**src/logic/kbd_consts.svh**
```systemverilog
`ifndef KBD_CONSTS_SVH
`define KBD_CONSTS_SVH

// Clock rate
`define CLK_HZ 100000000
`define CLK_MHZ 100

// Strobe length in microseconds
`define STROBE_MIN_US 10
`define STROBE_NOM_US 50
`define STROBE_MAX_US 100
`define STROBE_MIN_CYC (`STROBE_MIN_US * `CLK_MHZ)
`define STROBE_NOM_CYC (`STROBE_NOM_US * `CLK_MHZ)
`define STROBE_MAX_CYC (`STROBE_MAX_US * `CLK_MHZ)

// Quiet time between two strobes, microseconds
`define STROBE_GAP_US 1
`define STROBE_GAP_CYC (`STROBE_GAP_US * `CLK_MHZ)

// Repeat rate in strobes per second
`define REPEAT_PER_S 20
`define REPEAT_CYC (`CLK_HZ / `REPEAT_PER_S)

// Input matrix and code layout
`define CODE_LINES 13
`define CODE_BITS 7
`define FUNC_KEYS 8
`define MOD_KEYS 3
`define QUEUE_DEPTH 4
`define IDLE_CODE_N 7'h7F

`endif

```
**src/logic/kbd_pkg.sv**
```systemverilog
package kbd_pkg;
    typedef logic [6:0] key_code_t;
    typedef logic [12:0] code_lines_t;
    typedef enum logic [1:0] {
        ST_IDLE = 2'b00,
        ST_SETUP = 2'b01,
        ST_STROBE = 2'b10,
        ST_GAP = 2'b11
    } strobe_state_t;
endpackage

```
**src/logic/pair_if.sv**
```systemverilog
`timescale 1ns/1ns
interface pair_if;
    import kbd_pkg::*;
    code_lines_t lines; // Synchronised line activity, 1 = active
    key_code_t code; // Position code of the pair
    logic valid; // Lines form a populated pair
    logic repeat_line; // Pair uses line 1 or 2
    modport decoder (input lines, output code, valid, repeat_line);
    modport user (output lines, input code, valid, repeat_line);
endinterface

```
**src/logic/pair_decoder.sv**
```systemverilog
`timescale 1ns/1ns
module pair_decoder (
    pair_if.decoder pair // Line pattern in, code out
);
    import kbd_pkg::*;
    logic [3:0] lo; // Lower active line, 1-based
    logic [3:0] hi; // Higher active line, 1-based
    logic [3:0] count;
    logic hit;

    // Count active lines and find the two ends
    always_comb begin
        lo = 4'h0;
        hi = 4'h0;
        count = 4'h0;
        for (int i = 12; i >= 0; i--) begin
            if (pair.lines[i]) begin
                count = count + 4'h1;
                lo = 4'(i + 1);
                if (hi == 4'h0) begin
                    hi = 4'(i + 1);
                end
            end
        end
    end

    // Fixed pair to code map; codes are lookup ids, not key numbers
    always_comb begin
        hit = 1'b1;
        pair.code = 7'h00;
        case ({lo, hi})
            8'h12: pair.code = 7'h01;
            8'h27: pair.code = 7'h02;
            8'h28: pair.code = 7'h03;
            8'h29: pair.code = 7'h04;
            8'h2A: pair.code = 7'h05;
            8'h2B: pair.code = 7'h06;
            8'h2C: pair.code = 7'h07;
            8'h2D: pair.code = 7'h08;
            8'h34: pair.code = 7'h09;
            8'h13: pair.code = 7'h0A;
            8'h35: pair.code = 7'h0B;
            8'h36: pair.code = 7'h0C;
            8'h14: pair.code = 7'h0D;
            8'h15: pair.code = 7'h0E;
            8'h16: pair.code = 7'h0F;
            8'h17: pair.code = 7'h10;
            8'h37: pair.code = 7'h11;
            8'h38: pair.code = 7'h12;
            8'h39: pair.code = 7'h13;
            8'h3A: pair.code = 7'h14;
            8'h3B: pair.code = 7'h15;
            8'h3C: pair.code = 7'h16;
            8'h3D: pair.code = 7'h17;
            8'h45: pair.code = 7'h18;
            8'h46: pair.code = 7'h19;
            8'h47: pair.code = 7'h1A;
            8'h48: pair.code = 7'h1B;
            8'h49: pair.code = 7'h1C;
            8'h4A: pair.code = 7'h1D;
            8'h4B: pair.code = 7'h1E;
            8'h18: pair.code = 7'h1F;
            8'h4C: pair.code = 7'h20;
            8'h4D: pair.code = 7'h21;
            8'h56: pair.code = 7'h22;
            8'h57: pair.code = 7'h23;
            8'h58: pair.code = 7'h24;
            8'h59: pair.code = 7'h25;
            8'h5A: pair.code = 7'h26;
            8'h5B: pair.code = 7'h27;
            8'h5C: pair.code = 7'h28;
            8'h5D: pair.code = 7'h29;
            8'h19: pair.code = 7'h2A;
            8'h1A: pair.code = 7'h2B;
            8'h1B: pair.code = 7'h2C;
            8'h67: pair.code = 7'h2D;
            8'h1C: pair.code = 7'h2E;
            8'h68: pair.code = 7'h2F;
            8'h69: pair.code = 7'h30;
            8'h6A: pair.code = 7'h31;
            8'h6B: pair.code = 7'h32;
            8'h6C: pair.code = 7'h33;
            8'h6D: pair.code = 7'h34;
            8'h1D: pair.code = 7'h35;
            8'h78: pair.code = 7'h36;
            8'h79: pair.code = 7'h37;
            8'h23: pair.code = 7'h38;
            8'h24: pair.code = 7'h39;
            8'h7A: pair.code = 7'h3A;
            8'h7B: pair.code = 7'h3B;
            8'h7C: pair.code = 7'h3C;
            8'h7D: pair.code = 7'h3D;
            8'h89: pair.code = 7'h3E;
            8'h8A: pair.code = 7'h3F;
            8'h8B: pair.code = 7'h40;
            8'h8C: pair.code = 7'h41;
            8'h8D: pair.code = 7'h42;
            8'h9A: pair.code = 7'h43;
            8'h9B: pair.code = 7'h44;
            8'h9C: pair.code = 7'h45;
            8'h25: pair.code = 7'h46;
            8'h26: pair.code = 7'h47;
            8'h9D: pair.code = 7'h48;
            8'hAB: pair.code = 7'h49;
            8'hAD: pair.code = 7'h4A;
            8'hBD: pair.code = 7'h4B;
            8'hCD: pair.code = 7'h4C;
            8'hAC: pair.code = 7'h4D;
            8'hBC: pair.code = 7'h4E;
            default: hit = 1'b0;
        endcase
    end

    // Exactly two lines and a populated position
    assign pair.valid = hit && (count == 4'h2);
    assign pair.repeat_line = (lo == 4'h1) || (lo == 4'h2);
endmodule

```
**src/logic/keyboard_position_encoder.sv**
```systemverilog
// Notes on behaviour
// - A key shows as simultaneous pulses on exactly two of thirteen lines; one event.
// - Each valid line pair maps to a fixed 7-bit position code.
// - Keys are emitted in the order pressed so overlapping presses survive.
// - The code is latched onto the seven outputs before the strobe starts.
// - Strobe lasts 10 to 50 us, nominally 50 us.
// - Code outputs hold the last code until the next one replaces it.
// - Function keys bypass the encoder, each on its own output.
// - Function key output is low while held, high otherwise.
// - Codes are unique per position but not equal to the position number.
// - All outputs are high after reset and go low when active.
// - A held repeat key gives further strobes about twenty per second, only when the last key's pair is on line 1 or 2.
// - Control, shift and lock pass straight through unencoded.
`timescale 1ns/1ns
`include "kbd_consts.svh"
module keyboard_position_encoder #(
    parameter int STROBE_NOM = `STROBE_NOM_CYC, // Strobe length, cycles
    parameter int STROBE_MIN = `STROBE_MIN_CYC, // Shortened strobe under rollover
    parameter int STROBE_GAP = `STROBE_GAP_CYC, // Quiet time between strobes
    parameter int REPEAT_PERIOD = `REPEAT_CYC, // Repeat interval, cycles
    parameter int FUNC_W = `FUNC_KEYS, // Number of function keys
    parameter int DEPTH = `QUEUE_DEPTH // Pending key events held in order
) (
    input wire logic sys_clk, // 100 MHz clock
    input wire logic reset_n, // Synchronous reset, active low
    input wire kbd_pkg::code_lines_t code_line_n, // Keyswitch pulses, active low
    input wire logic repeat_hold, // Repeat key still held, active high
    input wire logic [FUNC_W-1:0] func_key_n, // Function keys, low when down
    input wire logic [`MOD_KEYS-1:0] mod_key_n, // Control, shift, lock, low when down
    output logic [`CODE_BITS-1:0] code_n, // Position code, inverted
    output logic key_valid_pulse_n, // Strobe, low while active
    output logic [FUNC_W-1:0] func_out_n, // Function key levels
    output logic [`MOD_KEYS-1:0] mod_out_n // Modifier key levels
);
    import kbd_pkg::*;

    localparam int TW = $clog2(REPEAT_PERIOD + 1);
    localparam int AW = $clog2(DEPTH);

    // Input synchronisers; first stage read only by the second
    code_lines_t line_meta;
    code_lines_t line_sync;
    logic rep_meta;
    logic rep_sync;
    logic [FUNC_W-1:0] func_meta;
    logic [FUNC_W-1:0] func_sync;
    logic [`MOD_KEYS-1:0] mod_meta;
    logic [`MOD_KEYS-1:0] mod_sync;

    always_ff @(posedge sys_clk) begin
        if (!reset_n) begin
            line_meta <= 13'h0000;
            line_sync <= 13'h0000;
            rep_meta <= 1'b0;
            rep_sync <= 1'b0;
            func_meta <= '0;
            func_sync <= '0;
            mod_meta <= '0;
            mod_sync <= '0;
        end else begin
            line_meta <= ~code_line_n;
            line_sync <= line_meta;
            rep_meta <= repeat_hold;
            rep_sync <= rep_meta;
            func_meta <= ~func_key_n;
            func_sync <= func_meta;
            mod_meta <= ~mod_key_n;
            mod_sync <= mod_meta;
        end
    end

    // Pair decode
    pair_if pair ();
    assign pair.lines = line_sync;

    pair_decoder decode (
        .pair(pair.decoder)
    );

    // Event detection: a new pattern that forms a valid pair
    code_lines_t prev_lines;
    logic new_key;
    assign new_key = pair.valid && (line_sync != prev_lines);

    // Ordered queue of pending codes, with the repeat flag alongside
    logic [`CODE_BITS:0] queue [DEPTH];
    logic [AW:0] wr_ptr;
    logic [AW:0] rd_ptr;
    logic [AW:0] next_wr_ptr;
    logic [AW:0] next_rd_ptr;
    logic q_empty;
    logic q_full;
    logic pop;

    assign q_empty = (wr_ptr == rd_ptr);
    assign q_full = (wr_ptr[AW] != rd_ptr[AW]) && (wr_ptr[AW-1:0] == rd_ptr[AW-1:0]);

    // Pointer arithmetic; a press with the queue full is dropped, which a
    // human typist cannot reach given the strobe rate
    always_comb begin
        next_wr_ptr = wr_ptr;
        next_rd_ptr = rd_ptr;
        if (new_key && !q_full) begin
            next_wr_ptr = wr_ptr + 1'b1;
        end
        if (pop) begin
            next_rd_ptr = rd_ptr + 1'b1;
        end
    end

    always_ff @(posedge sys_clk) begin
        if (!reset_n) begin
            wr_ptr <= '0;
            rd_ptr <= '0;
            prev_lines <= 13'h0000;
        end else begin
            wr_ptr <= next_wr_ptr;
            rd_ptr <= next_rd_ptr;
            prev_lines <= line_sync;
        end
    end

    // Queue storage needs no reset; only written slots are ever read
    always_ff @(posedge sys_clk) begin
        if (new_key && !q_full) begin
            queue[wr_ptr[AW-1:0]] <= {pair.repeat_line, pair.code};
        end
    end

    // Strobe sequencer
    strobe_state_t state;
    strobe_state_t next_state;
    logic [TW-1:0] timer;
    logic [TW-1:0] next_timer;
    key_code_t code;
    key_code_t next_code;
    logic code_rep;
    logic next_code_rep;
    logic strobe;
    logic next_strobe;

    always_comb begin
        next_state = state;
        next_timer = timer;
        next_code = code;
        next_code_rep = code_rep;
        next_strobe = 1'b0;
        pop = 1'b0;
        case (state)
            ST_IDLE: begin
                if (!q_empty) begin
                    pop = 1'b1;
                    next_code = queue[rd_ptr[AW-1:0]][`CODE_BITS-1:0];
                    next_code_rep = queue[rd_ptr[AW-1:0]][`CODE_BITS];
                    next_timer = '0;
                    next_state = ST_SETUP;
                end else if (code_rep && rep_sync) begin
                    // Repeat interval counted from the end of the gap after the last strobe
                    if (timer >= TW'(REPEAT_PERIOD - 1)) begin
                        next_timer = '0;
                        next_state = ST_SETUP;
                    end else begin
                        next_timer = timer + 1'b1;
                    end
                end else begin
                    next_timer = '0;
                end
            end
            ST_SETUP: begin
                // Code already on the pins for one cycle before the strobe
                next_strobe = 1'b1;
                next_timer = '0;
                next_state = ST_STROBE;
            end
            ST_STROBE: begin
                // Cut short to the minimum when more keys wait
                // Setup cycle plus timer 0..N-2 keeps the strobe low exactly N cycles
                if ((timer >= TW'(STROBE_NOM - 1)) ||
                    (!q_empty && timer >= TW'(STROBE_MIN - 1))) begin
                    next_timer = '0;
                    next_state = ST_GAP;
                end else begin
                    next_strobe = 1'b1;
                    next_timer = timer + 1'b1;
                end
            end
            ST_GAP: begin
                if (timer >= TW'(STROBE_GAP - 1)) begin
                    next_timer = '0;
                    next_state = ST_IDLE;
                end else begin
                    next_timer = timer + 1'b1;
                end
            end
            default: begin
                next_state = ST_IDLE;
                next_timer = '0;
            end
        endcase
        if (!rep_sync && state == ST_IDLE) begin
            next_code_rep = (!q_empty) ? next_code_rep : 1'b0;
        end
    end

    always_ff @(posedge sys_clk) begin
        if (!reset_n) begin
            state <= ST_IDLE;
            timer <= '0;
            code <= 7'h00;
            code_rep <= 1'b0;
            strobe <= 1'b0;
        end else begin
            state <= next_state;
            timer <= next_timer;
            code <= next_code;
            code_rep <= next_code_rep;
            strobe <= next_strobe;
        end
    end

    // Output drivers, all active low and high out of reset; trailing edge of the
    // strobe rises while the code is still steady
    always_ff @(posedge sys_clk) begin
        if (!reset_n) begin
            code_n <= `IDLE_CODE_N;
            key_valid_pulse_n <= 1'b1;
            func_out_n <= '1;
            mod_out_n <= '1;
        end else begin
            code_n <= ~next_code;
            key_valid_pulse_n <= ~next_strobe;
            func_out_n <= ~func_sync;
            mod_out_n <= ~mod_sync;
        end
    end
endmodule

```
**config.mk**
```make
export PLATFORM = sky130hd
export DESIGN_NAME = keyboard_position_encoder
export DESIGN_NICKNAME = d
export VERILOG_FILES = /design/src/logic/kbd_pkg.sv /design/src/logic/pair_if.sv /design/src/logic/pair_decoder.sv /design/src/logic/keyboard_position_encoder.sv
export VERILOG_INCLUDE_DIRS = /design/src /design/src/logic
export SDC_FILE = /design/constraint.sdc
export NUM_CORES = 1
export LEC_CHECK = 0
export ABC_AREA = 1
export BUFFER_PORTS_ARGS = -buffer_cell sky130_fd_sc_hd__buf_2
export CAP_MARGIN = 20
export CORE_MARGIN = 4
export CORE_UTILIZATION = 40
export CTS_BUF_LIST = sky130_fd_sc_hd__clkbuf_8
export DETAILED_ROUTE_END_ITERATION = 10
export RECOVER_POWER = 25
export SLEW_MARGIN = 20
export SYNTH_ARGS = -nofsm -noshare
export SYNTH_HDL_FRONTEND = slang
export SYNTH_HIERARCHICAL = 1
export SYNTH_SLANG_ARGS = --single-unit
```
**constraint.sdc**
```tcl
create_clock -name sys_clk -period 21.5 [get_ports sys_clk]
set_clock_uncertainty 0.2 [all_clocks]
set_input_delay 4.3 -clock sys_clk [delete_from_list [all_inputs] [get_ports sys_clk]]
set_output_delay 4.3 -clock sys_clk [all_outputs]
set_load 0.005 [all_outputs]
```
* Yosys cells after proc, flatten, opt, wreduce, memory -nomap -nowiden
Memory sizes are Yosys's and may differ from the RTL's. A register that Yosys moved wholly into a read port is not among the register bits.
Index checks and enable logic that the tools add are counted.
W data, S select, Z words.
** Operators by class
- Bitwise logic cells :: 7
- Reduce and logical (&&, ||, !) cells :: 27
- Multiplexer cells :: 78
- Equality and inequality tests :: 92
- Order comparisons :: 4
- Add/sub/neg operators :: 15
** Operators by type and width (number)
- $pmux W7 S78 :: 1
- $eq A8 B7 Y1 const B :: 30
- $mux W4 :: 49
- $eq A8 B6 Y1 const B :: 21
- $eq A8 B8 Y1 const B :: 15
- $mux W23 :: 5
- $eq A8 B5 Y1 const B :: 12
- $pmux W23 S4 :: 1
- $reduce_or A78 Y1 :: 1
- $logic_not A4 Y1 :: 12
- $add A4 B1 Y4 const B :: 11
- $add A23 B1 Y23 const B :: 1
- $ge A23 B10 Y1 const B :: 1
- $ge A23 B13 Y1 const B :: 1
- $ge A23 B23 Y1 const B :: 1
- $ge A23 B7 Y1 const B :: 1
- $not A8 Y8 :: 2
- $mux W2 :: 7
- $mux W7 :: 2
- $ne A13 B13 Y1 :: 1
- $not A13 Y13 :: 1
- $mux W1 :: 11
- $eq A4 B2 Y1 const B :: 2
- $pmux W2 S4 :: 1
- 19 further kinds :: 33
** Word-level totals
- Memories kept :: 1
- Output and inout port bits :: 19
- Bits in writable memories :: 32
- Register bits :: 121
- Logic and storage cells :: 243
** Memories
- queue :: depth 4, bits a word 8, read ports 1, clocked after memory_dff 1, wr ports 1, RTL line keyboard_position_encoder.sv:86 : logic [`CODE_BITS:0] queue [DEPTH];

* Logic depth before layout (Yosys ltp)
Gate-level depths: netlist (run 1).
- Word-level depth :: 45
- Gate-level depth with buffers :: 49
- Gate-level depth less buffers :: 49

* Hierarchy
Netlist (run 1), hierarchy kept.
** Modules (own cells, without submodules)
- keyboard_position_encoder :: cells an instance 704, sequential area each 3423.3 µm², area an instance 5989.5 µm², times used 1
- pair_decoder :: cells an instance 559, sequential area each 0.0 µm², area an instance 2740.1 µm², times used 1

* Least setup slack after synthesis (run 1)
Ideal clock, no wire load.
- Path type :: register to register
- From :: register line_sync[11]
- To :: memory queue[0][0] (netlist bit) (enable)
- Arrival :: 7.204 ns
- Period minus slack after synthesis :: 7.775 ns
- Setup time :: 0.371 ns
- Path slack :: 13.725 ns
- Cell stages (with the launch flop) :: 48
- Data required time :: 20.929 ns
- Cell sequence :: dfxtp_1 > inv_1 > ha_1 > inv_1 > nand2_1 > nand2_1 > inv_2 > ha_1 > nand2_1 > nand2_1 > ha_1 > or2_2 > o21ai_0 > inv_1 > ha_1 > o21ai_0 > inv_1 > ha_1 > [... 12 more ...] > or2_2 > nand2_1 > inv_1 > ha_1 > nand2_1 > and2_1 > inv_1 > ha_1 > o21ai_0 > inv_1 > nand3_1 > nor2_1 > nand3_1 > nor2_1 > o21ai_0 > inv_1 > nand2_1 > nor2_1
** On the way
- Cells in the longest elaborated chain, start to end :: 42
** RTL lines
- start: declaration :: RTL line keyboard_position_encoder.sv:42 : code_lines_t line_sync;
- start signal: assignment :: RTL line keyboard_position_encoder.sv:62 : line_sync <= line_meta;
- branches (longest 37 deep; another with $add A4 B1 Y4)
- $logic_and A1 B1 Y1 * :: RTL line pair_decoder.sv:115 : assign pair.valid = hit && (count == 4'h2);
- named net pair.valid :: RTL line pair_if.sv:6 : logic valid;
- $logic_and A1 B1 Y1 * :: RTL line keyboard_position_encoder.sv:83 : assign new_key = pair.valid && (line_sync != prev_lines);
- $logic_and A1 B1 Y1 * :: RTL line keyboard_position_encoder.sv:125 : if (new_key && !q_full) begin
- $mux W1 * :: RTL line keyboard_position_encoder.sv:125
- $mux W1 (implied by the code) * :: RTL line keyboard_position_encoder.sv:126 : queue[wr_ptr[AW-1:0]] <= {pair.repeat_line, pair.code};
- end: declaration :: RTL line keyboard_position_encoder.sv:86
Mark *: on every way through the listed nets, which the timed path passes.

* Final worst setup path (run 1)
- From :: register line_sync[12]
- To :: memory queue[0][7] (netlist bit) (enable)
** On the way
- Cells in the longest elaborated chain, start to end :: 45
** RTL lines (RTL line)
- branches (longest 40 deep; another with $add A4 B1 Y4)
- $logic_and A1 B1 Y1 * :: pair_decoder.sv:115
- named net pair.valid :: pair_if.sv:6
- $logic_and A1 B1 Y1 * :: keyboard_position_encoder.sv:83
- $logic_and A1 B1 Y1 * :: keyboard_position_encoder.sv:125
- $mux W1 * :: keyboard_position_encoder.sv:125
- $mux W1 (implied by the code) * :: keyboard_position_encoder.sv:126
Marks and branches as above.

==> flow_metrics.env, run 1 <==
export IMPL_clkLatencyLatePin_ns=0.46
export IMPL_slowest_delay_ns=0.58
export IMPL_die_area_mm2=0.0243
export IMPL_leakagePower_nw=4.69
export IMPL_period_needed_ns=8.65
export IMPL_pin_count=46
export IMPL_synth_area_per_cell_um2=6.91
export IMPL_setup_viol=0
export IMPL_clkSlewWorstSetupHoldPaths_ns=0.09
export IMPL_violations="capacitance limit, slew limit"
export IMPL_cts_max_level=4
export IMPL_hp_class="register to register"
export IMPL_synth_ff_type="dfxtp_1"
export IMPL_switching_power_mw=0.256
export IMPL_syn_area_mm2=0.00873
export IMPL_status="complete, but fails checks"
export IMPL_route_detailed_drc=0
export IMPL_gp_congestion=0.975
export IMPL_power_mw=0.729
export IMPL_clock_path_buffers=2
export IMPL_clock_sinks=155
export IMPL_cts_hold_buffers_added=0
export IMPL_cts_setup_buffers=0
export IMPL_cp_arrival_ns=8.54
export IMPL_fin_crit_sh_pct=40.2
export IMPL_wire_per_inst_um=12.4
export IMPL_slew_headroom_pct=-98.2
export IMPL_dp_cells=1564
export IMPL_cts_buffers=17
export IMPL_die_h_um=156
export IMPL_yosysUniqueCellTypes=49
export IMPL_synth_top_area_share_pct=28.2
export IMPL_cp_slowest_cell="nor2_1"
export IMPL_io_buffers=45
export IMPL_ir_worst_vdd_mv=0.0314
export IMPL_power_density_mw_per_mm2=76.8
export IMPL_die_x_um=156
export IMPL_slew_violations=68
export IMPL_synth_net_count=1315
export IMPL_core_mm2=0.0212
export IMPL_grt_pass1_vias=7289
export IMPL_fin_area_mm2=0.00949
export IMPL_dpl_cell_area_mm2=0.00918
export IMPL_crit_required_ns=21.39
export IMPL_crit_path_frequent_cell="ha_1"
export IMPL_rsz0062_at_grt="no"
export IMPL_worstSetupEndpointType="register"
export IMPL_synth_edf_count=32
export IMPL_async_reset_ff_share_pct=0
export IMPL_synth_common_cells="nand2_1 (322), nor2_1 (197), inv_1 (195)"
export IMPL_critPathTopFamily="adder cells"
export IMPL_viasPerCell=4.83
export IMPL_grt_first_pass_wirelength_mm=33.6
export IMPL_gr_total_overflow=0
export IMPL_start_kind="register"
export IMPL_critPathKind="register to register"
export IMPL_filler_cell_count=2192
export IMPL_yosysTopAreaCell="dfxtp_1"
export IMPL_crit_path_max_fanout=8
export IMPL_switching_share_pct=35.1
export IMPL_cts_resized=0
export IMPL_hold_viol=0
export IMPL_yosys_register_bits=155
export IMPL_drt_iter0_markers=440
export IMPL_maxCapViolCount=1
export IMPL_cts_tree="built"
export IMPL_finalSetupTns_ns=0
export IMPL_hpwl_mm=15.1
export IMPL_antenna_found_initial=0
export IMPL_wl_mm=19.9
export IMPL_nNetsFinal=1360
export IMPL_synthTopCellsByArea="dfxtp_1 (28%), nand2_1 (14%), edfxtp_1 (11%)"
export IMPL_vias=7715
export IMPL_holdWs_ns=0.160
export IMPL_postSynthCellCount=1263
export IMPL_cts_root_buf="clkbuf_8"
export IMPL_antennaDiodeCount=0
export IMPL_seq_area_frac_synth_pct=39.2
export IMPL_p_int_mw=0.473
export IMPL_grt_max_degree=68
export IMPL_yosysMostFrequentCell="nand2_1"
export IMPL_drive_above_1_share_pct=11.5
export IMPL_first_pass_iters=6
export IMPL_tightest_slew_ns=2.97
export IMPL_grt_usage_pct=16.8
export IMPL_clkPwrFrac_pct=27.6
export IMPL_layoutNonFillerInstCount=1596
export IMPL_start_util_pct=41.1
export IMPL_cp_buffers_inverters=9
export IMPL_fmax_ghz=0.116
export IMPL_seqPwrFrac_pct=46.9
export IMPL_ys_warnings_count=6
export IMPL_syn2layout_area_growth_pct=8.69
export IMPL_p_comb_share_pct=25.5
export IMPL_ant_nets=0
export IMPL_num_rows=53
kinds of logic after synthesis:
logic type                 after synthesis  synth area share, %
xor gates and xnor gates                28                 2.81
buffers and inverters                  230                 10.5
adders and majority gates               25                 3.58
and+or+nand+nor                        740                 38.2
DFF                                    155                 39.2
AOI/OAI and AO/OA                       85                 5.69
path summary, 6_finish.rpt:
check | end | startpoint | slack (ns) | depth (start not counted)
setup / recovery | queue[0][7] | line_sync[12] | 12.85 | 46
hold / removal | func_out_n[7] | func_sync[7] | 0.16 | 1
setup reg to reg | queue[0][7] | line_sync[12] | 12.85 | 46
hold reg to reg | func_out_n[7] | func_sync[7] | 0.16 | 1
power by group through the flow:
stage                     logic (mW)  registers (mW)  clock network [mW]
after floorplan                0.146           0.344                   0
after global placement         0.187           0.349                   0
after detailed placement       0.188           0.349                   0
after CTS                      0.189           0.342               0.209
after global routing           0.215           0.346               0.220
final                          0.186           0.342               0.201
layout make-up:
class	instances	area (µm²)	area share, %
Multi-Input combinational cell	878	4340	45.7
Sequential cell	155	3420	36.1
Inverter	210	792	8.35
Tap cell	275	344	3.63
Clock buffer	18	248	2.61
Timing Repair Buffer	46	229	2.41
Clock inverter	14	113	1.19
flip-flops by register name, summed over array words and instances (netlist names), 8 cells and up, named ones only:
| register | cells |
|---|---|
| line_sync | 13 |
| prev_lines | 13 |
| queue | 32 |
| timer | 23 |
| func_sync | 8 |
| func_out_n | 8 |
| line_meta | 13 |
| func_meta | 8 |
layout by cell type (no fill, tap or decap), types with 4 or more instances in the layout:
master,count
clkbuf_8,18
nor4_1,6
o221ai_1,7
nand4_1,29
xor2_1,17
inv_8,4
nand2_4,5
ha_1,25
nand3_1,83
o22ai_1,5
nand3_2,4
inv_1,198
xnor2_1,11
nand2_1,328
nor2_2,35
nor3_1,14
nor2_1,203
nand2_2,6
edfxtp_1,32
buf_2,45
nand3b_1,7
dfxtp_1,123
or2_2,5
a21oi_1,15
inv_2,10
nor2_4,4
o21ai_0,45
stage by stage:
stage,setup WS (ns),utilization [%]
global placement,13.14,43.3
global route,11.96,44.7
detailed placement,12.82,43.3
floorplan,13.73,-
finish,12.85,44.7
CTS,12.77,45.0
per-layer routing:
| layer | GRT usage [%] | vias to the layer above | share of wire [%] |
|---|---|---|---|
| met3 | 3.38 | 35 | 5.8 |
| met2 | 28.1 | 212 | 45 |
| met1 | 21.6 | 3424 | 47 |
| met4 | 5.96 | 0 | 2.1 |
| met5 | 0 | - | 0 |
| li1 | - | 4044 | - |
worst reg2reg max path, delay by kind of cell, from the launching register on:
kind	cells	cell delay, ns
adders and majority gates	11	2.98
and+or+nand+nor	19	2.90
AOI/OAI and AO/OA	7	1.14
buffers and inverters	9	0.63
DFF	1	0.43
No activity file was read; power rests on OpenSTA's default activity.
==> run 2, diff against run 1 <==
--- a/config.mk
+++ b/config.mk
@@ -6,7 +6,7 @@
 export SDC_FILE = /design/constraint.sdc
 export NUM_CORES = 1
 export LEC_CHECK = 0
-export ABC_AREA = 1
+export ABC_AREA = 0
 export BUFFER_PORTS_ARGS = -buffer_cell sky130_fd_sc_hd__buf_2
 export CAP_MARGIN = 20
 export CORE_MARGIN = 4
==> constraint.sdc (replaced) <==
create_clock -name sys_clk -period 7.07 [get_ports sys_clk]
set_clock_uncertainty 0.2 [all_clocks]
set_input_delay 1.414 -clock sys_clk [delete_from_list [all_inputs] [get_ports sys_clk]]
set_output_delay 1.414 -clock sys_clk [all_outputs]
set_load 0.005 [all_outputs]
==> flow_metrics.env, run 2 <==
export IMPL_crit_path_frequent_cell="buf_4"
export IMPL_yosysMostFrequentCell="dfxtp_1"
export IMPL_r2r_end="queue[1][0]"
export IMPL_die_x_um=150
export IMPL_ant_nets=0
export IMPL_synthTopCellsByArea="dfxtp_1 (31%), edfxtp_1 (12%), nand2_1 (4.7%)"
export IMPL_core_mm2=0.0196
export IMPL_antenna_found_initial=0
export IMPL_pin_count=46
export IMPL_r2r_start="line_sync[11]"
export IMPL_first_pass_iters=5
export IMPL_clkSlewWorstSetupHoldPaths_ns=0.09
export IMPL_holdWs_ns=0.161
export IMPL_fin_ws_ns=-0.423
export IMPL_syn_area_mm2=0.00801
export IMPL_route_detailed_drc=0
export IMPL_ys_warnings_count=6
export IMPL_synth_top_area_share_pct=30.7
export IMPL_holdPathEnd="mod_out_n[0]"
export IMPL_grt_usage_pct=17.0
export IMPL_antennaDiodeCount=0
export IMPL_hold_viol=0
export IMPL_cts_max_level=4
export IMPL_yosysTopAreaCell="dfxtp_1"
export IMPL_critPathKind="register to register"
export IMPL_start_kind="register"
export IMPL_slowest_delay_ns=0.42
export IMPL_layout_commonest_cell="dfxtp_1"
export IMPL_synth_common_cells="dfxtp_1 (123), nand2_1 (101), nor2_1 (67)"
export IMPL_start_util_pct=40.9
export IMPL_drive_above_1_share_pct=23.0
export IMPL_vias=6514
export IMPL_hpwl_mm=12.9
export IMPL_gp_congestion=0.934
export IMPL_yosys_register_bits=155
export IMPL_cp_arrival_ns=7.44
export IMPL_nNetsFinal=1000
export IMPL_cts_buffers=17
export IMPL_async_reset_ff_share_pct=0
export IMPL_cp_slowest_cell="xnor3_1"
export IMPL_filler_cell_count=1830
export IMPL_cts_tree="built"
export IMPL_slew_violations=58
export IMPL_postSynthCellCount=868
export IMPL_seq_area_frac_synth_pct=42.7
export IMPL_power_density_mw_per_mm2=235
export IMPL_gr_total_overflow=0
export IMPL_status="complete, but fails checks"
export IMPL_reg2reg_setup_slack_ns=-0.42
export IMPL_synth_area_per_cell_um2=9.23
export IMPL_finalSetupTns_ns=-14.19
export IMPL_rsz0062_at_grt="yes"
export IMPL_hp_class="register to register"
export IMPL_min_from="mod_sync[0]"
export IMPL_yosysUniqueCellTypes=83
export IMPL_period_needed_ns=7.49
export IMPL_io_buffers=45
export IMPL_ir_worst_vdd_mv=0.115
export IMPL_utilization_pct=48.3
export IMPL_viasPerCell=5.31
export IMPL_layoutNonFillerInstCount=1226
export IMPL_setup_viol=35
export IMPL_fin_crit_sh_pct=106
export IMPL_critPathTopFamily="buffers and inverters"
export IMPL_tightest_slew_ns=2.00
export IMPL_mostFrequentLayoutCells="dfxtp_1 (120), nand2_1 (99), buf_4 (69), nor2_1 (67), nor3_1 (46)"
export IMPL_clock_path_buffers=2
export IMPL_violations="capacitance limit, slew limit, setup timing"
export IMPL_synth_net_count=920
export IMPL_worstSetupEndpointType="register"
export IMPL_drt_iter0_markers=502
export IMPL_wl_mm=18.5
export IMPL_wire_per_inst_um=15.1
export IMPL_largest_reg_flops=32
export IMPL_syn2layout_area_growth_pct=18.2
export IMPL_grt_first_pass_wirelength_mm=31.0
export IMPL_clkLatencyLatePin_ns=0.45
export IMPL_grt_pass1_vias=6217
export IMPL_hold_depth=1
export IMPL_leakagePower_nw=3.62
export IMPL_synth_edf_count=32
export IMPL_power_mw=2.23
export IMPL_cts_root_buf="clkbuf_8"
export IMPL_die_area_mm2=0.0224
export IMPL_crit_path_max_fanout=8
export IMPL_reg2reg_depth=45
export IMPL_die_h_um=150
export IMPL_synth_ff_type="dfxtp_1"
export IMPL_grt_max_degree=58
export IMPL_cp_buffers_inverters=25
export IMPL_fmax_ghz=0.133
export IMPL_clock_sinks=155
export IMPL_dp_cells=1158
export IMPL_slew_headroom_pct=-33.5
export IMPL_maxCapViolCount=1
export IMPL_num_rows=51
export IMPL_crit_required_ns=7.02
-- run 2: per-layer routing --
metal,part of all wire [%],up-vias,GRT usage (%)
met3,5.4,34,3.30
met5,0,-,0
met2,47,208,28.0
met1,46,3036,22.4
li1,-,3236,-
met4,2.0,0,5.81
-- run 2: final cells by class --
class / instances / area, µm² / share of cell area [%]
Clock buffer: 18 / 248 / 2.62
Clock inverter: 14 / 111 / 1.18
Tap cell: 265 / 332 / 3.50
Timing Repair Buffer: 115 / 753 / 7.96
Multi-Input combinational cell: 630 / 4470 / 47.3
Inverter: 29 / 114 / 1.20
Sequential cell: 155 / 3430 / 36.3
-- run 2: worst max-delay path by stage --
stage	cells after the start	to	slack, ns	start
floorplan	41	queue[0][0]	-0.24	line_sync[12]
global placement	41	queue[1][2]	-0.34	line_sync[12]
detailed placement	41	queue[1][0]	-0.52	line_sync[12]
CTS	41	queue[1][0]	-0.31	line_sync[12]
global route	42	queue[1][0]	-0.75	line_sync[11]
finish	45	queue[1][0]	-0.42	line_sync[11]
-- run 2: stage by stage --
stage | setup slack, ns | instance area (µm²)
final | -0.423 | 9460
after global routing | -0.750 | 9460
after CTS | -0.310 | 9410
after detailed placement | -0.524 | 8740
after global placement | -0.340 | 8740
after floorplan | -0.236 | 8200
-- run 2: repair_timing --
item	CTS	global route
hold buffers	0	0
endpoints found under the setup margin	35	35
resized for setup	12	6
setup buffers	35	1
pin swaps	20	14
-- run 2: where the power goes --
group	switching, mW	total (mW)	internal [mW]	leakage [nW]
combinational	0.321	0.599	0.278	2.14
clock	0.345	0.603	0.258	0.178
sequential	0.0409	1.02	0.983	1.30
-- run 2: cells by family after synthesis --
group	share of synthesized area [%]
buffers and inverters	4.72
AOI/OAI and AO/OA	13.3
and+or+nand+nor	23.3
adders and majority gates	3.91
xor gates and xnor gates	8.72
muxes	3.30
DFF	42.7
==> run 3, diff against run 2 <==
--- a/config.mk
+++ b/config.mk
@@ -9,10 +9,13 @@
 export ABC_AREA = 0
 export BUFFER_PORTS_ARGS = -buffer_cell sky130_fd_sc_hd__buf_2
 export CAP_MARGIN = 20
+export CELL_PAD_IN_SITES_DETAIL_PLACEMENT = 1
+export CELL_PAD_IN_SITES_GLOBAL_PLACEMENT = 1
 export CORE_MARGIN = 4
 export CORE_UTILIZATION = 40
 export CTS_BUF_LIST = sky130_fd_sc_hd__clkbuf_8
 export DETAILED_ROUTE_END_ITERATION = 10
+export PLACE_DENSITY_LB_ADDON = 0.1
 export RECOVER_POWER = 25
 export SLEW_MARGIN = 20
 export SYNTH_ARGS = -nofsm -noshare
==> flow_metrics.env, run 3 (synthesized netlist as in run 2, its figures left out) <==
export IMPL_status="complete, but fails checks"
export IMPL_violations="capacitance limit, slew limit, setup timing"
export IMPL_slowest_delay_ns=0.38
export IMPL_drive_above_1_share_pct=24.3
export IMPL_nNetsFinal=1011
export IMPL_ir_worst_vdd_mv=0.118
export IMPL_gr_total_overflow=0
export IMPL_hp_class="register to register"
export IMPL_core_mm2=0.0196
export IMPL_drt_iter0_markers=279
export IMPL_mostFrequentLayoutCells="dfxtp_1 (120), nand2_1 (98), buf_4 (80), nor2_1 (67), nor3_1 (46)"
export IMPL_cp_buffers_inverters=8
export IMPL_antenna_found_initial=0
export IMPL_crit_path_frequent_cell="buf_4"
export IMPL_critPathTopFamily="adder cells"
export IMPL_worstSetupEndpointType="register"
export IMPL_first_pass_iters=4
export IMPL_die_h_um=150
export IMPL_clkSlewWorstSetupHoldPaths_ns=0.09
export IMPL_met1_length_mm=10.0
export IMPL_cp_slowest_cell="dfxtp_4"
export IMPL_fin_ws_ns=-0.397
export IMPL_num_rows=51
export IMPL_viasPerCell=5.47
export IMPL_leakagePower_nw=3.71
export IMPL_fin_area_mm2=0.00960
export IMPL_slew_violations=58
export IMPL_grt_first_pass_wirelength_mm=36.7
export IMPL_multi_input_area_mm2=0.00450
export IMPL_finalSetupTns_ns=-13.38
export IMPL_antennaDiodeCount=0
export IMPL_power_density_mw_per_mm2=243
export IMPL_pin_count=46
export IMPL_cts_max_level=4
export IMPL_tightest_slew_ns=1.92
export IMPL_period_needed_ns=7.47
export IMPL_cts_root_buf="clkbuf_8"
export IMPL_hpwl_mm=16.4
export IMPL_crit_required_ns=7.02
export IMPL_ant_nets=0
export IMPL_die_area_mm2=0.0224
export IMPL_largest_reg_flops=32
export IMPL_start_kind="register"
export IMPL_preCtsSetupSlack_ns=-0.664
export IMPL_cp_arrival_ns=7.42
export IMPL_crit_path_max_fanout=8
export IMPL_holdWs_ns=0.169
export IMPL_io_buffers=45
export IMPL_dpl_cell_area_mm2=0.00879
export IMPL_cts_buffers=17
export IMPL_slew_headroom_pct=-27.9
export IMPL_wl_mm=22.5
export IMPL_utilization_pct=49.0
export IMPL_route_met2_wl_mm=11.1
export IMPL_gp_congestion=0.899
export IMPL_cts_hold_buffers_added=0
export IMPL_layout_commonest_cell="dfxtp_1"
export IMPL_setup_viol=35
export IMPL_grt_pass1_vias=6990
export IMPL_filler_cell_count=2268
export IMPL_clock_path_buffers=2
export IMPL_syn2layout_area_growth_pct=19.9
export IMPL_grt_max_degree=61
export IMPL_fin_crit_sh_pct=106
export IMPL_hold_viol=0
export IMPL_start_util_pct=40.9
export IMPL_dr_max_layer_used="met4"
export IMPL_rsz0062_at_grt="yes"
export IMPL_die_x_um=150
export IMPL_maxCapViolCount=1
export IMPL_wire_per_inst_um=18.2
export IMPL_clock_sinks=155
export IMPL_critPathKind="register to register"
export IMPL_ff_latch_area_mm2=0.00343
export IMPL_vias=6766
export IMPL_grt_usage_pct=20.6
export IMPL_wl_met3_um=877
export IMPL_clkLatencyLatePin_ns=0.45
export IMPL_cts_tree="built"
export IMPL_route_detailed_drc=0
export IMPL_fmax_ghz=0.134
==> run 3: power breakdown <==
part	switching (mW)	internal, mW	total (mW)
logic	0.355	0.299	0.654
clock network	0.358	0.292	0.650
registers	0.0421	0.983	1.03
==> run 3: worst paths after layout <==
path                      start             to  slack [ns]  depth (start not counted)
setup / recovery  line_sync[12]    queue[0][6]       -0.40                         42
hold / removal     func_sync[6]  func_out_n[6]        0.17                          1
setup reg to reg  line_sync[12]    queue[0][6]       -0.40                         42
hold reg to reg    func_sync[6]  func_out_n[6]        0.17                          1
==> run 3: through the flow <==
| stage | cells | total power, mW |
|---|---|---|
| final | 1237 | 2.33 |
| after global routing | 1237 | 2.47 |
| after CTS | 1231 | 2.33 |
| after detailed placement | 1165 | 1.60 |
| after global placement | 1165 | 1.58 |
| after floorplan | 868 | 1.42 |
==> run 3: worst reg2reg max path: cells and delay by family, from the launching register on <==
kind,cells,cell delay [ns]
DFF,1,0.38
adders and majority gates,9,2.35
and+or+nand+nor,10,1.31
buffers and inverters,8,0.93
AOI/OAI and AO/OA,15,2.00
==> run 3: final cells by class <==
type / count / area share, %
Clock buffer: 17 / 2.44
Clock inverter: 15 / 1.56
Inverter: 29 / 1.21
Multi-Input combinational cell: 630 / 46.9
Sequential cell: 155 / 35.7
Tap cell: 265 / 3.45
Timing Repair Buffer: 126 / 8.70
==> run 3: routing by layer <==
metal	global-route usage, %	vias to the layer above
met3	3.18	33
met5	0	-
met1	27.2	3339
met4	6.13	0
met2	35.1	140
li1	-	3254
==> run 3: what timing repair did <==
action	4_1_cts	5_1_grt
buffers inserted	34	6
pin swaps	17	12
gates resized for setup	11	13
endpoints found under the setup margin	35	35
endpoints found under the hold margin	0	0
